### src/flash_seq_pkg.sv
package flash_seq_pkg;

	localparam int ADDR_W = 24;
	localparam int PAGE_IDX_W = 8;
	localparam int SECT_LSB = 16;

	// Command codes of this part
	localparam logic [7:0] OP_FAST_READ = 8'h0b;
	localparam logic [7:0] OP_TWO_LANE_READ = 8'h3b;
	localparam logic [7:0] OP_SECTOR_LOCK_READ = 8'he8;
	localparam logic [7:0] OP_ONETIME_READ = 8'h4b;
	localparam logic [7:0] OP_PAGE_WRITE = 8'h02;
	localparam logic [7:0] OP_WRITE_UNLOCK = 8'h06;
	localparam logic [7:0] OP_STATUS_READ = 8'h05;

	// Bit counts, counted from zero
	localparam logic [4:0] CNT_BYTE_LAST = 5'h07;
	localparam logic [4:0] CNT_ADDR_LAST = 5'h17;
	localparam logic [2:0] OUT_LEFT_SINGLE = 3'h7;
	localparam logic [2:0] OUT_LEFT_DUAL = 3'h3;

	// One-time area: 65 bytes, index 64 is the last
	localparam int OTP_IDX_W = 7;
	localparam logic [6:0] OTP_LAST_IDX = 7'h40;

	// Sector lock byte layout
	localparam int LOCK_DOWN_BIT = 1;
	localparam int WRITE_LOCK_BIT = 0;
	localparam logic [1:0] LOCK_RESET = 2'h0;

	// Status byte layout
	localparam int ST_BUSY_BIT = 0;
	localparam int ST_WEL_BIT = 1;
	localparam int ST_GUARD_LSB = 2;

	typedef enum logic [2:0] {
		PH_CMD = 3'b000,
		PH_ADDR = 3'b001,
		PH_DUMMY = 3'b011,
		PH_DOUT = 3'b010,
		PH_DIN = 3'b110,
		PH_SKIP = 3'b111
	} phase_t;

	typedef struct packed {
		logic otp;
		logic [ADDR_W-1:0] addr;
	} rd_req_t;

	typedef struct packed {
		logic [ADDR_W-1:0] addr;
		logic [7:0] data;
	} prog_req_t;

endpackage

### src/byte_fifo.sv
`timescale 1ns/10ps
module byte_fifo #(
	parameter int W = 8,
	parameter int DEPTH = 8
) (
	// Clock and reset
	input wire logic ref_clk,
	input wire logic rst_n,
	input wire logic flush,
	// Fill side
	input wire logic in_valid,
	output logic in_ready,
	input wire logic [W-1:0] in_data,
	// Drain side
	output logic out_valid,
	input wire logic out_ready,
	output logic [W-1:0] out_data
);
	localparam int PW = $clog2(DEPTH);
	logic [W-1:0] mem_q [DEPTH];
	logic [PW-1:0] wr_q, rd_q;
	logic [PW:0] cnt_q;
	logic push, pop;

	assign in_ready = (cnt_q != (PW+1)'(DEPTH));
	assign out_valid = (cnt_q != '0);
	assign out_data = mem_q[rd_q];
	assign push = in_valid & in_ready;
	assign pop = out_valid & out_ready;

	always_ff @(posedge ref_clk) begin
		if (push) begin
			mem_q[wr_q] <= in_data;
		end
	end

	always_ff @(posedge ref_clk or negedge rst_n) begin
		if (!rst_n) begin
			wr_q <= '0;
			rd_q <= '0;
			cnt_q <= '0;
		end else if (flush) begin
			wr_q <= '0;
			rd_q <= '0;
			cnt_q <= '0;
		end else begin
			if (push) begin
				wr_q <= (wr_q == PW'(DEPTH-1)) ? '0 : wr_q + PW'(1);
			end
			if (pop) begin
				rd_q <= (rd_q == PW'(DEPTH-1)) ? '0 : rd_q + PW'(1);
			end
			cnt_q <= cnt_q + (PW+1)'(push) - (PW+1)'(pop);
		end
	end
endmodule

### src/flash_cmd_engine.sv
// What this block does
// - Fast read: command, 24 address bits, dummy byte in; data out on falling edges.
// - Fast and two-lane reads step the address per byte and wrap past the top to zero.
// - Chip select high ends a read at any time; outputs stop driving at once.
// - Stream, lock and one-time reads are ignored while a cycle is busy.
// - Two-lane read has the same header; data leave on both lanes, two bits per clock.
// - Lock read: command and sector address, no dummy; lock byte shifted out.
// - Lock byte: bits 7-2 read zero, bit 1 lock-down, bit 0 write-lock.
// - A set lock-down flag freezes both flags of that sector until reset.
// - A write-locked sector refuses page programming and stays unchanged.
// - One-time read: command, address, dummy; only low seven address bits count.
// - One-time read steps without wrap; after byte 65 it repeats that byte.
// - Page program runs only if the write unlock latch was set before.
// - Page program frame: command, three address bytes, one or more data bytes.
// - Data past the page end wraps to that page's first byte.
// - Only the last 256 bytes are kept; unwritten page bytes stay untouched.
// - Page program with chip select rising off a byte boundary is dropped.
// - Accepted page program starts a self-timed cycle; busy flag shows it.
// - The write unlock latch clears when the program cycle starts.
// - Pages inside the block guard region are never programmed.
`timescale 1ns/10ps
module flash_cmd_engine #(
	parameter int SECTORS = 128,
	parameter int SECT_W = 7,
	parameter int FIFO_DEPTH = 8
) (
	// Clock and reset
	input wire logic ref_clk,
	input wire logic rst_n,
	// Serial link pins
	input wire logic sclk,
	input wire logic cs_n,
	input wire logic serial_lane_in,
	output logic serial_lane_in_o,
	output logic serial_lane_in_oe,
	output logic serial_lane_out,
	output logic serial_lane_out_oe,
	// Array read port
	output logic arr_rd_valid,
	input wire logic arr_rd_ready,
	output flash_seq_pkg::rd_req_t arr_rd_req,
	input wire logic arr_rsp_valid,
	output logic arr_rsp_ready,
	input wire logic [7:0] arr_rsp_data,
	// Array program port
	output logic prog_valid,
	input wire logic prog_ready,
	output flash_seq_pkg::prog_req_t prog_req,
	// Status
	input wire logic busy_ext,
	input wire logic [2:0] block_guard_bits,
	output logic busy_flag,
	output logic write_unlock_latch,
	// Lock byte updates
	input wire logic lock_wr_valid,
	input wire logic [SECT_W-1:0] lock_wr_sector,
	input wire logic [1:0] lock_wr_bits
);
	localparam int AW = flash_seq_pkg::ADDR_W;
	localparam int PW = flash_seq_pkg::PAGE_IDX_W;

	logic sclk_s, cs_n_s, cs_sel_s, din_s, sclk_prev_q, cs_prev_q;
	logic rise, fall, cs_up;
	flash_seq_pkg::phase_t st_q, st_after_cmd;
	logic [4:0] cnt_q;
	logic [7:0] op_q, op_next;
	logic [AW-1:0] addr_q, addr_next;
	logic dual_q, stream_op, header_done;
	logic pf_on_q, outst_q, stale_q, pf_fire, rsp_take;
	logic [AW-1:0] pf_addr_q;
	logic fifo_in_ready, fifo_out_valid;
	logic [7:0] fifo_out_data;
	logic [2:0] out_left_q;
	logic [7:0] out_sr_q, load_byte;
	logic load_now;
	logic [6:0] din_sr_q;
	logic [PW-1:0] wr_idx_q, prog_idx_q;
	logic [AW-PW-1:0] page_q;
	logic [7:0] page_buf_q [2**PW];
	logic [2**PW-1:0] fill_mask_q;
	logic got_byte_q, pp_ok, prog_busy_q, wel_q;
	logic [1:0] lock_q [SECTORS];
	logic [SECT_W-1:0] page_sect, rd_sect;
	logic [SECT_W:0] guard_span;
	logic guarded;

	pin_sync #(.W(3)) u_sync (
		.ref_clk(ref_clk),
		.rst_n(rst_n),
		.async_in({sclk, ~cs_n, serial_lane_in}),
		.sync_out({sclk_s, cs_sel_s, din_s})
	);
	// Synced in its active sense so the flop reset value means deselected: no false edge
	assign cs_n_s = ~cs_sel_s;

	always_ff @(posedge ref_clk or negedge rst_n) begin
		if (!rst_n) begin
			sclk_prev_q <= 1'b0;
			cs_prev_q <= 1'b1;
		end else begin
			sclk_prev_q <= sclk_s;
			cs_prev_q <= cs_n_s;
		end
	end

	assign rise = sclk_s & ~sclk_prev_q & ~cs_n_s;
	assign fall = ~sclk_s & sclk_prev_q & ~cs_n_s;
	assign cs_up = cs_n_s & ~cs_prev_q;
	assign busy_flag = prog_busy_q | busy_ext;
	assign write_unlock_latch = wel_q;

	assign op_next = {op_q[6:0], din_s};
	assign addr_next = {addr_q[AW-2:0], din_s};
	assign header_done = rise & (st_q == flash_seq_pkg::PH_ADDR)
		& (cnt_q == flash_seq_pkg::CNT_ADDR_LAST);
	assign stream_op = (op_q == flash_seq_pkg::OP_FAST_READ)
		| (op_q == flash_seq_pkg::OP_TWO_LANE_READ) | (op_q == flash_seq_pkg::OP_ONETIME_READ);

	// Decode the command byte into the next phase
	always_comb begin
		unique case (op_next)
			flash_seq_pkg::OP_FAST_READ,
			flash_seq_pkg::OP_TWO_LANE_READ,
			flash_seq_pkg::OP_ONETIME_READ,
			flash_seq_pkg::OP_SECTOR_LOCK_READ,
			flash_seq_pkg::OP_PAGE_WRITE: begin
				st_after_cmd = busy_flag ? flash_seq_pkg::PH_SKIP : flash_seq_pkg::PH_ADDR;
			end
			flash_seq_pkg::OP_STATUS_READ: begin
				st_after_cmd = flash_seq_pkg::PH_DOUT;
			end
			default: begin
				st_after_cmd = flash_seq_pkg::PH_SKIP;
			end
		endcase
	end

	// Frame phase; deselect always returns to the command phase
	always_ff @(posedge ref_clk or negedge rst_n) begin
		if (!rst_n) begin
			st_q <= flash_seq_pkg::PH_CMD;
			cnt_q <= '0;
			op_q <= '0;
			addr_q <= '0;
		end else if (cs_n_s) begin
			st_q <= flash_seq_pkg::PH_CMD;
			cnt_q <= '0;
		end else if (rise) begin
			unique case (st_q)
				flash_seq_pkg::PH_CMD: begin
					op_q <= op_next;
					cnt_q <= (cnt_q == flash_seq_pkg::CNT_BYTE_LAST) ? '0 : cnt_q + 5'h01;
					if (cnt_q == flash_seq_pkg::CNT_BYTE_LAST) begin
						st_q <= st_after_cmd;
					end
				end
				flash_seq_pkg::PH_ADDR: begin
					addr_q <= addr_next;
					cnt_q <= (cnt_q == flash_seq_pkg::CNT_ADDR_LAST) ? '0 : cnt_q + 5'h01;
					if (cnt_q == flash_seq_pkg::CNT_ADDR_LAST) begin
						if (op_q == flash_seq_pkg::OP_SECTOR_LOCK_READ) begin
							st_q <= flash_seq_pkg::PH_DOUT;
						end else if (op_q == flash_seq_pkg::OP_PAGE_WRITE) begin
							st_q <= flash_seq_pkg::PH_DIN;
						end else begin
							st_q <= flash_seq_pkg::PH_DUMMY;
						end
					end
				end
				flash_seq_pkg::PH_DUMMY: begin
					cnt_q <= (cnt_q == flash_seq_pkg::CNT_BYTE_LAST) ? '0 : cnt_q + 5'h01;
					if (cnt_q == flash_seq_pkg::CNT_BYTE_LAST) begin
						st_q <= flash_seq_pkg::PH_DOUT;
					end
				end
				flash_seq_pkg::PH_DIN: begin
					cnt_q <= (cnt_q == flash_seq_pkg::CNT_BYTE_LAST) ? '0 : cnt_q + 5'h01;
				end
				flash_seq_pkg::PH_SKIP: begin
					// Any extra bit spoils a one-byte command
					cnt_q <= 5'h01;
				end
				flash_seq_pkg::PH_DOUT: begin
					cnt_q <= cnt_q;
				end
			endcase
		end
	end

	// Prefetch for stream reads; one request outstanding at a time
	assign arr_rd_valid = pf_on_q & ~outst_q & ~cs_n_s;
	assign arr_rd_req.otp = (op_q == flash_seq_pkg::OP_ONETIME_READ);
	assign arr_rd_req.addr = pf_addr_q;
	assign pf_fire = arr_rd_valid & arr_rd_ready;
	assign arr_rsp_ready = stale_q | fifo_in_ready;
	assign rsp_take = arr_rsp_valid & arr_rsp_ready;

	always_ff @(posedge ref_clk or negedge rst_n) begin
		if (!rst_n) begin
			pf_on_q <= 1'b0;
			pf_addr_q <= '0;
			dual_q <= 1'b0;
		end else if (cs_n_s) begin
			pf_on_q <= 1'b0;
			dual_q <= 1'b0;
		end else if (header_done & stream_op) begin
			pf_on_q <= 1'b1;
			dual_q <= (op_q == flash_seq_pkg::OP_TWO_LANE_READ);
			if (op_q == flash_seq_pkg::OP_ONETIME_READ) begin
				pf_addr_q <= AW'(addr_next[flash_seq_pkg::OTP_IDX_W-1:0]);
			end else begin
				pf_addr_q <= addr_next;
			end
		end else if (pf_fire) begin
			if (arr_rd_req.otp) begin
				if (pf_addr_q[flash_seq_pkg::OTP_IDX_W-1:0] < flash_seq_pkg::OTP_LAST_IDX) begin
					pf_addr_q <= pf_addr_q + AW'(1);
				end
			end else begin
				pf_addr_q <= pf_addr_q + AW'(1);
			end
		end
	end

	// A reply still in flight at deselect belongs to the old frame
	always_ff @(posedge ref_clk or negedge rst_n) begin
		if (!rst_n) begin
			outst_q <= 1'b0;
			stale_q <= 1'b0;
		end else begin
			if (pf_fire) begin
				outst_q <= 1'b1;
			end else if (rsp_take) begin
				outst_q <= 1'b0;
			end
			if (rsp_take) begin
				stale_q <= 1'b0;
			end else if (cs_up & outst_q) begin
				stale_q <= 1'b1;
			end
		end
	end

	byte_fifo #(.W(8), .DEPTH(FIFO_DEPTH)) u_fifo (
		.ref_clk(ref_clk),
		.rst_n(rst_n),
		.flush(cs_n_s),
		.in_valid(arr_rsp_valid & ~stale_q),
		.in_ready(fifo_in_ready),
		.in_data(arr_rsp_data),
		.out_valid(fifo_out_valid),
		.out_ready(load_now & stream_op),
		.out_data(fifo_out_data)
	);

	assign rd_sect = addr_q[flash_seq_pkg::SECT_LSB +: SECT_W];
	assign load_now = fall & (st_q == flash_seq_pkg::PH_DOUT) & (out_left_q == '0);

	always_comb begin
		load_byte = '0;
		if (op_q == flash_seq_pkg::OP_SECTOR_LOCK_READ) begin
			load_byte[1:0] = lock_q[rd_sect];
		end else if (op_q == flash_seq_pkg::OP_STATUS_READ) begin
			load_byte[flash_seq_pkg::ST_BUSY_BIT] = busy_flag;
			load_byte[flash_seq_pkg::ST_WEL_BIT] = wel_q;
			load_byte[flash_seq_pkg::ST_GUARD_LSB +: 3] = block_guard_bits;
		end else if (fifo_out_valid) begin
			load_byte = fifo_out_data;
		end
	end

	// Output shifter; lanes change only on falling link clock edges
	always_ff @(posedge ref_clk or negedge rst_n) begin
		if (!rst_n) begin
			out_left_q <= '0;
			out_sr_q <= '0;
			serial_lane_out <= 1'b0;
			serial_lane_in_o <= 1'b0;
		end else if (cs_n_s) begin
			out_left_q <= '0;
		end else if (load_now) begin
			serial_lane_out <= load_byte[7];
			serial_lane_in_o <= load_byte[6];
			out_sr_q <= dual_q ? {load_byte[5:0], 2'b00} : {load_byte[6:0], 1'b0};
			out_left_q <= dual_q ? flash_seq_pkg::OUT_LEFT_DUAL : flash_seq_pkg::OUT_LEFT_SINGLE;
		end else if (fall & (st_q == flash_seq_pkg::PH_DOUT)) begin
			serial_lane_out <= out_sr_q[7];
			serial_lane_in_o <= out_sr_q[6];
			out_sr_q <= dual_q ? {out_sr_q[5:0], 2'b00} : {out_sr_q[6:0], 1'b0};
			out_left_q <= out_left_q - 3'h1;
		end
	end

	// Drive is gated by the synced select so it drops as soon as it is seen
	assign serial_lane_out_oe = (st_q == flash_seq_pkg::PH_DOUT) & ~cs_n_s;
	assign serial_lane_in_oe = serial_lane_out_oe & dual_q;

	// Page buffer: the index wraps inside the page, so later bytes overwrite
	always_ff @(posedge ref_clk or negedge rst_n) begin
		if (!rst_n) begin
			din_sr_q <= '0;
			wr_idx_q <= '0;
			page_q <= '0;
			fill_mask_q <= '0;
			got_byte_q <= 1'b0;
		end else if (header_done & (op_q == flash_seq_pkg::OP_PAGE_WRITE)) begin
			wr_idx_q <= addr_next[PW-1:0];
			page_q <= addr_next[AW-1:PW];
			fill_mask_q <= '0;
			got_byte_q <= 1'b0;
		end else if (rise & (st_q == flash_seq_pkg::PH_DIN)) begin
			din_sr_q <= {din_sr_q[5:0], din_s};
			if (cnt_q == flash_seq_pkg::CNT_BYTE_LAST) begin
				fill_mask_q[wr_idx_q] <= 1'b1;
				wr_idx_q <= wr_idx_q + PW'(1);
				got_byte_q <= 1'b1;
			end
		end
	end

	always_ff @(posedge ref_clk) begin
		if (rise & (st_q == flash_seq_pkg::PH_DIN) & (cnt_q == flash_seq_pkg::CNT_BYTE_LAST)) begin
			page_buf_q[wr_idx_q] <= {din_sr_q, din_s};
		end
	end

	// Block guard: top region of 2^(bits-1) sectors
	assign page_sect = page_q[flash_seq_pkg::SECT_LSB-PW +: SECT_W];
	assign guard_span = (SECT_W+1)'(1) << (block_guard_bits - 3'h1);
	assign guarded = (block_guard_bits != 3'h0)
		& ({1'b0, page_sect} >= ((SECT_W+1)'(SECTORS) - guard_span));

	assign pp_ok = cs_up & (op_q == flash_seq_pkg::OP_PAGE_WRITE) & (st_q == flash_seq_pkg::PH_DIN)
		& (cnt_q == '0) & got_byte_q
		& wel_q & ~busy_flag & ~guarded
		& ~lock_q[page_sect][flash_seq_pkg::WRITE_LOCK_BIT];

	// Write unlock latch
	always_ff @(posedge ref_clk or negedge rst_n) begin
		if (!rst_n) begin
			wel_q <= 1'b0;
		end else if (pp_ok) begin
			wel_q <= 1'b0;
		end else if (cs_up & (op_q == flash_seq_pkg::OP_WRITE_UNLOCK)
			& (st_q == flash_seq_pkg::PH_SKIP) & (cnt_q == '0)) begin
			wel_q <= 1'b1;
		end
	end

	// Self-timed program cycle: walk the page, hand over each filled byte
	assign prog_valid = prog_busy_q & fill_mask_q[prog_idx_q];
	assign prog_req.addr = {page_q, prog_idx_q};
	assign prog_req.data = page_buf_q[prog_idx_q];

	always_ff @(posedge ref_clk or negedge rst_n) begin
		if (!rst_n) begin
			prog_busy_q <= 1'b0;
			prog_idx_q <= '0;
		end else if (pp_ok) begin
			prog_busy_q <= 1'b1;
			prog_idx_q <= '0;
		end else if (prog_busy_q & (prog_ready | ~fill_mask_q[prog_idx_q])) begin
			prog_idx_q <= prog_idx_q + PW'(1);
			if (prog_idx_q == {PW{1'b1}}) begin
				prog_busy_q <= 1'b0;
			end
		end
	end

	// Sector lock flags, frozen once lock-down is set
	for (genvar s = 0; s < SECTORS; s++) begin : g_lock
		always_ff @(posedge ref_clk or negedge rst_n) begin
			if (!rst_n) begin
				lock_q[s] <= flash_seq_pkg::LOCK_RESET;
			end else if (lock_wr_valid & (lock_wr_sector == SECT_W'(s))
				& ~lock_q[s][flash_seq_pkg::LOCK_DOWN_BIT]) begin
				lock_q[s] <= lock_wr_bits;
			end
		end
	end
endmodule

### src/pin_sync.sv
`timescale 1ns/10ps
module pin_sync #(
	parameter int W = 1
) (
	// Clock and reset
	input wire logic ref_clk,
	input wire logic rst_n,
	// Levels
	input wire logic [W-1:0] async_in,
	output logic [W-1:0] sync_out
);
	logic [W-1:0] meta_q;

	// First stage is read by the second stage only
	always_ff @(posedge ref_clk or negedge rst_n) begin
		if (!rst_n) begin
			meta_q <= '0;
			sync_out <= '0;
		end else begin
			meta_q <= async_in;
			sync_out <= meta_q;
		end
	end
endmodule

### config.mk
export PLATFORM = sky130hd
export DESIGN_NAME = flash_cmd_engine
export DESIGN_NICKNAME = d
export VERILOG_FILES = /design/src/flash_seq_pkg.sv /design/src/byte_fifo.sv /design/src/flash_cmd_engine.sv /design/src/pin_sync.sv
export SDC_FILE = /design/constraint.sdc
export NUM_CORES = 2
export LEC_CHECK = 0
export BUFFER_PORTS_ARGS = -buffer_cell sky130_fd_sc_hd__buf_2
export CAP_MARGIN = 30
export CELL_PAD_IN_SITES_DETAIL_PLACEMENT = 1
export CELL_PAD_IN_SITES_GLOBAL_PLACEMENT = 2
export CORE_MARGIN = 8
export CORE_UTILIZATION = 45
export CTS_CLUSTER_SIZE = 12
export DETAILED_ROUTE_END_ITERATION = 10
export HOLD_SLACK_MARGIN = 0.08
export MAX_ROUTING_LAYER = met4
export PLACE_DENSITY_LB_ADDON = 0.1
export SETUP_SLACK_MARGIN = 0.15
export SKIP_LAST_GASP = 1
export SYNTH_ARGS = -nofsm -noshare
export SYNTH_HDL_FRONTEND = slang
export SYNTH_SLANG_ARGS = --single-unit
### constraint.sdc
create_clock -name ref_clk -period 4.1 [get_ports ref_clk]
set_input_delay 0.82 -clock ref_clk [delete_from_list [all_inputs] [get_ports ref_clk]]
set_output_delay 0.82 -clock ref_clk [all_outputs]
set_load 0.02 [all_outputs]
=== Yosys cells after proc, flatten, opt, wreduce, memory -nomap -nowiden ===
Memory sizes are Yosys's and may differ from the RTL's.
Index checks and enable logic that the tools add are counted.

* Register bits after elaboration: 652
* Memory bits (writable): 2112
* Input bits: 30
* Output and inout bits: 66
* Word-level logic and storage cells: 890
* Memories: 2

{| class="wikitable"
|+ Memory list
! memory !! depth !! bits a word !! read ports !! clocked after Yosys merged registers in !! wr ports !! RTL line !! text
|-
| page_buf_q || 256 || 8 || 1 || 0 || 1 || flash_cmd_engine.sv:79 || <nowiki>logic [7:0] page_buf_q [2**PW];</nowiki>
|-
| u_fifo.mem_q || 8 || 8 || 1 || 0 || 1 || byte_fifo.sv:20 || <nowiki>logic [W-1:0] mem_q [DEPTH];</nowiki>
|}

* $add $sub $neg: 11
* $lt $le $gt $ge: 7
* Equal/unequal tests: 162
* Shift operators: 1
* Muxes and demuxes: 82
* Bitwise gates (word level): 442
* Reduce and logical (&&, ||, !) cells: 27

{| class="wikitable"
|+ Operators with widths
! kind !! count
|-
| 256-bit 2-to-1 mux || 3
|-
| 7-bit equality test, second input constant || 64
|-
| 1-bit bitwise AND || 294
|-
| 256-bit OR || 1
|-
| 7-bit by 6-bit equality test with 1-bit output, second input constant || 32
|-
| 1-bit inverter || 140
|-
| 24-bit 2-to-1 mux || 5
|-
| 7-bit by 5-bit equality test with 1-bit output, second input constant || 16
|-
| 8-bit 2-to-1 mux || 10
|-
| 3-bit 2-to-1 mux || 19
|-
| 7-bit by 4-bit equality test with 1-bit output, second input constant || 8
|-
| 2-bit binary-select mux with 7-bit select || 2
|-
| 7-bit by 3-bit equality test with 1-bit output, second input constant || 4
|-
| 1-bit 2-to-1 mux || 28
|-
| 5-bit 2-to-1 mux || 5
|-
| 24-bit by 1-bit adder with 24-bit output, second input constant || 1
|-
| 8-bit by 3-bit equality test with 1-bit output, second input constant || 3
|-
| 8-bit equality test, second input constant || 3
|-
| 8-bit by 9-bit < comparator with 1-bit output, second input constant || 2
|-
| 2-bit nonzero test || 9
|-
| 8-bit by 1-bit adder with 8-bit output, second input constant || 2
|-
| 8-bit by 2-bit equality test with 1-bit output, second input constant || 2
|-
| 8-bit by 4-bit equality test with 1-bit output, second input constant || 2
|-
| 8-bit by 6-bit equality test with 1-bit output, second input constant || 2
|-
| other kinds (45) || 75
|}

=== Depth between registers and ports, before layout ===
* Depth after elaboration: 12
* Depth in mapped cells: 15
* Depth with buffers taken out: 13

=== By module ===
From an unflattened synthesis, not the netlist that was laid out.

* Cell total of the unflattened synthesis: 5909
* Area, all modules: 112415.3 um^2

{| class="wikitable"
|+ Modules (own cells, without submodules)
! module !! instances !! cells an instance !! area an instance (um^2) !! sequential area each (um^2)
|-
| flash_cmd_engine || 1 || 5734 || 109104.6 || 77390.5
|-
| byte_fifo || 1 || 169 || 3160.5 || 2172.1
|-
| pin_sync || 1 || 6 || 150.1 || 150.1
|}

=== Worst setup path after synthesis ===
No wires, ideal clock.

* Path kind: register to register
* Start point: register u_sync.sync_out[0]
* End point: register st_q[0]
* Library setup time: 0.119 ns
* Arrival: 4.396 ns
* Data required time: 3.981 ns
* Slack: -0.415 ns
* Cell stages (with the launch flop): 8
* Period minus slack after synthesis: 4.515 ns
* Path through: dfrtp_1 -> clkbuf_1 -> nand3b_1 -> nor2b_1 -> a41oi_1 -> nor4_1 -> o21a_1 -> o21a_1

* Longest elaborated chain between the ends: 7
* Elaborated cells on any way between the ends: 12
* Those cells by class: eq/ne (6); mux (5); reduce/logical (1)

{| class="wikitable"
|+ Ends and longest elaborated chain
! element !! RTL line !! text
|-
| from (decl) || pin_sync.sv:10 || <nowiki>output logic [W-1:0] sync_out</nowiki>
|-
| from (signal assigned) || pin_sync.sv:21 || <nowiki>sync_out <= meta_q;</nowiki>
|-
| 8-bit by 4-bit equality test with 1-bit output, or another cell as far along || flash_cmd_engine.sv:121 || <nowiki>unique case (op_next)</nowiki>
|-
| 5-bit OR reduction || flash_cmd_engine.sv:121 ||
|-
| 3-bit case mux with 2 select lines (*) || flash_cmd_engine.sv:121 ||
|-
| 3-bit 2-to-1 mux (*) || flash_cmd_engine.sv:153 || <nowiki>if (cnt_q == flash_seq_pkg::CNT_BYTE_LAST) begin</nowiki>
|-
| 3-bit case mux with 3 select lines (*) || flash_cmd_engine.sv:149 || <nowiki>unique case (st_q)</nowiki>
|-
| 3-bit 2-to-1 mux (*) || flash_cmd_engine.sv:148 || <nowiki>end else if (rise) begin</nowiki>
|-
| 3-bit 2-to-1 mux (*) || flash_cmd_engine.sv:145 || <nowiki>end else if (cs_n_s) begin</nowiki>
|-
| to (signal assigned) || flash_cmd_engine.sv:146 || <nowiki>st_q <= flash_seq_pkg::PH_CMD;</nowiki>
|-
| to (signal assigned) || flash_cmd_engine.sv:154 || <nowiki>st_q <= st_after_cmd;</nowiki>
|-
| to (signal assigned) || flash_cmd_engine.sv:162 || <nowiki>st_q <= flash_seq_pkg::PH_DOUT;</nowiki>
|-
| to (decl) || flash_cmd_engine.sv:64 || <nowiki>flash_seq_pkg::phase_t st_q, st_after_cmd;</nowiki>
|}

Mark *: on every way between the ends. The rest lies on a longest branch, timed or not. The select of a mux whose other input is x is not followed.
A chain may end at the register's enable or synchronous reset.

==> summary.md <==
| Metric | Value |
|---|---|
| Outcome | finished with violations |
| Failing checks | setup timing |
| Max-cap violation count | 0 |
| Pwr dens | 542 nW/um2 |
| Fillers | 22400 |
| Die area | 266000 um2 |
| R2r setup slk | 150 ps |
| Clock Pin Slew Worst Setup and Hold Paths | 60 ps |
| Yosys top cell by area | edfxtp_1 |
| Clk buf depth | 4 |
| Worst setup path end | prog_req[7] |
| Final layout net count | 6671 |
| Critical Path Sink Type | output pin |
| Delay-heaviest family, CP | multiplexers |
| Buf/Inv on CP | 4 |
| Vias per std cell | 5.97 |
| DRC Markers | 0 |
| Critical Path Fanout Max | 18 |
| Reg-to-Reg Start | prog_idx_q[0]$_DFFE_PN0P_ |
| Met3 Usage GRT | 0.0382 |
| Area occupied by registers | 79800 um2 |
| Post-synthesis sequential area ratio | 0.711 |
| Via count of the routed design | 60800 |
| Synthesized flop and latch total | 2763 |
| Worst path depth | 8 |
| I/O Buffers | 95 |
| CTS tree | built |
| CP startpoint | prog_idx_q[0]$_DFFE_PN0P_ |
| Initial antenna violation count | 9 |
| Cell area after synthesis | 112000 um2 |
| GPL Wtd Cong | 0.826 |
| Crit Reg-Reg Endpoint | prog_idx_q[6]$_DFFE_PN0P_ |
| Setup crit start kind | flip-flop |
| Tmin final | 5330 ps |
| CP Cell Sequence | buf_12 -> clkbuf_16 -> buf_12 -> mux4_2 -> mux4_2 -> mux4_2 -> mux4_2 -> buf_6 |
| Vias in the first global route | 63700 |
| Hold crit path type | in -> reg |
| Syn Area/Cell | 18.9 um2 |
| Setup repair after global routing missed its margin | yes |
| CTS sink count | 2763 |
| Synth-to-Final Area Change | 17.3% |
| Leak | 42.7 nW |
| R2R depth | 16 |
| Number of buffers created by CTS | 317 |
| Met1 usage | 0.349 |
| Slew Viols, Final | 0 |
| Root buf cell | clkbuf_16 |
| Cell variety after synth | 72 |
| Placed Cells | 9559 |
| Arrival @ worst endpoint | 4510 ps |
| Clk Latency, worst-skew pair | 950 ps |
| Fin. Hold Viols | 0 |
| DPL Wire Length | 209 mm |
| Met2 Resource Use GR | 0.398 |
| WL/cell | 32.2 um |
| Ports | 96 |
| Worst vdd ir | 391 uV |
| Htree depth | 5 |
| WP data required | 3280 ps |
| Gr usage total | 0.252 |
| Slowest cell delay on critical path | 620 ps |
| GRT Residual Overflow | 0 |
| Core box area | 248000 um2 |
| First-pass GRT wire length | 472 mm |
| DP Worst Slack | -403 ps |
| Fmax | 188 MHz |
| Synth cell count leaders | edfxtp_1 (2112), mux4_2 (866), nor2_1 (681) |
| Syn nets | 6011 |
| Global route hottest layer | met2 |
| Setup TNS | -10580 ps |
| Layout cells sized above 1 | 0.327 |
| Area of the multi-input gates | 30900 um2 |
| Crit path top cell by count | mux4_2 |
| Setup ws final | -1230 ps |
| DRT Pass-1 Iters | 5 |
| Post-route ant nets | 0 |
| Relative slew margins | 0.339 |
| # rows | 183 |
| Crit Path Class | reg -> out |
| Fin crit share | 1.30 |
| Synth warn | 0 |
| Die width | 515 um |
| EDFF count, synth | 2112 |
| First DRT Iteration DRCs | 5473 |
| Die height | 515 um |
| Largest net degree at the start of global routing | 150 |
| Fin cells | 10200 |
| Slew @ Worst Pin | 988 ps |
| WHS | 190 ps |
| Post-Route WL | 328 mm |
| Final setup vio count | 9 |
| Synth top area cells | edfxtp_1 (57%), mux4_2 (17%), dfrtp_1 (14%) |
| Starting Density | 0.452 |
| Syn Inst Count | 5950 |
| Final Skew | 50.2 ps |
| Synth async-reset ratio | 0.236 |
| Slowest-stage cell, CP | mux4_2 |
| Top FF cell, synth | edfxtp_1 |
| Yosys top cell area share | 0.565 |
| Count leader, synth | edfxtp_1 |
## per-layer routing
| metal | up-vias | wire length (um) |
|---|---|---|
| met4 | 0 | 8140 |
| li1 | 25100 | - |
| met1 | 33200 | 141000 |
| met5 | - | 0 |
| met2 | 1977 | 160000 |
| met3 | 425 | 19500 |
## sequential cells by signal (all words and copies together), names as in the netlist, 3 cells and up
| signal | count |
|---|---|
| prog_idx_q | 8 |
| u_fifo.mem_q | 64 |
| u_fifo.cnt_q | 4 |
| u_fifo.wr_q | 3 |
| u_sync.sync_out | 3 |
| out_sr_q | 7 |
| din_sr_q | 7 |
| st_q | 3 |
| wr_idx_q | 8 |
| page_buf_q | 2048 |
| out_left_q | 3 |
| u_sync.meta_q | 3 |
| op_q | 8 |
| addr_q | 23 |
| u_fifo.rd_q | 3 |
| pf_addr_q | 24 |
| cnt_q | 5 |
| fill_mask_q | 256 |
| lock_q | 256 |
| page_q | 16 |
## power by group
group,internal [mW],leakage (nW),total (mW),switching [mW]
combinational,6.70,12.8,14.0,7.32
clock,15.7,4.73,26.7,11.0
sequential,30.2,25.2,30.6,0.434
total,52.6,42.7,71.4,18.8
## cell type report
type / count / share of cell area
Inverter: 47 / 0.00140
Clock inverter: 109 / 0.00621
Antenna cell: 7 / 0.000133
Sequential cell: 2763 / 0.606
Timing Repair Buffer: 708 / 0.0527
Multi-Input combinational cell: 2773 / 0.235
Tap cell: 3330 / 0.0317
Clock buffer: 439 / 0.0672
## timing repair
action | CTS | global route
resized for setup | 22 | 55
gates cloned | 6 | 15
hold endpoints to repair | 39 | 0
pin swaps | 1 | 0
hold buffers | 5 | 0
buffers inserted | 5 | 28
endpoints found under the setup margin | 41 | 146
## metrics by stage
step / cell area (um2) / power (mW) / util
4_1_cts: 131000 / 71.3 / 0.527
3_3_place_gp: 121000 / 43.9 / 0.486
5_1_grt: 132000 / 73.7 / 0.530
2_1_floorplan: 112000 / 38.9 / -
6_report: 132000 / 71.4 / 0.530
3_5_place_dp: 121000 / 44.0 / 0.486
## cells in the final DEF (no fill, tap or decap), types with 11 or more instances in the layout
cell type | synthesis | final
nand4_1 | 16 | 16
buf_16 | 0 | 24
nand2b_1 | 15 | 15
mux2i_1 | 50 | 49
bufinv_16 | 0 | 11
nor2b_1 | 22 | 20
mux2_2 | 170 | 170
xor2_1 | 13 | 13
clkbuf_1 | 233 | 86
edfxtp_1 | 2112 | 2112
o21a_1 | 87 | 87
buf_6 | 8 | 13
dfrtp_1 | 650 | 633
buf_12 | 0 | 80
mux4_2 | 866 | 866
buf_2 | 71 | 85
nand3_1 | 67 | 63
nor4_1 | 13 | 13
nand2_2 | 0 | 11
ha_1 | 30 | 30
buf_4 | 10 | 483
nor3_1 | 140 | 140
nor2_1 | 681 | 664
xnor2_1 | 14 | 14
a21oi_1 | 44 | 42
a22oi_1 | 18 | 17
o21bai_1 | 124 | 124
clkbuf_8 | 0 | 28
dfrtp_4 | 0 | 12
o21ai_0 | 72 | 71
nor2_2 | 0 | 15
nand3b_1 | 15 | 15
clkinv_1 | 0 | 46
clkbuf_16 | 0 | 340
and3_1 | 14 | 14
nand2_1 | 175 | 164
clkinv_2 | 0 | 40
inv_1 | 45 | 44
## worst min-delay path by stage
stage	end	startpoint	cells past startpoint	slack, ps
after floorplan	u_sync.sync_out[0]$_DFF_PN0_	u_sync.meta_q[0]$_DFF_PN0_	0	330
after global placement	u_sync.sync_out[1]$_DFF_PN0_	u_sync.meta_q[1]$_DFF_PN0_	0	340
after detailed placement	u_sync.sync_out[2]$_DFF_PN0_	u_sync.meta_q[2]$_DFF_PN0_	0	340
after CTS	u_fifo.mem_q[2][2]$_DFFE_PP_	arr_rsp_data[2]	1	100
after global routing	u_fifo.mem_q[3][0]$_DFFE_PP_	arr_rsp_data[0]	1	140
final	u_fifo.mem_q[2][2]$_DFFE_PP_	arr_rsp_data[2]	1	190
## cell families (layout without fill, tap and decap cells)
logic type               after synthesis  after routing  synth area share
AO/OA/AOI/OAI                        426            426            0.0264
XOR/XNOR                              27             27           0.00211
adder cells (fa/ha/maj)               32             32           0.00361
AND/OR/NAND/NOR                     1202           1202            0.0463
buffers and inverters                414           1303            0.0155
multiplexers                        1086           1086             0.195
other                                  0              7                 0
flip-flops                          2763           2763             0.711
Power figures use the tool's default switching activity.
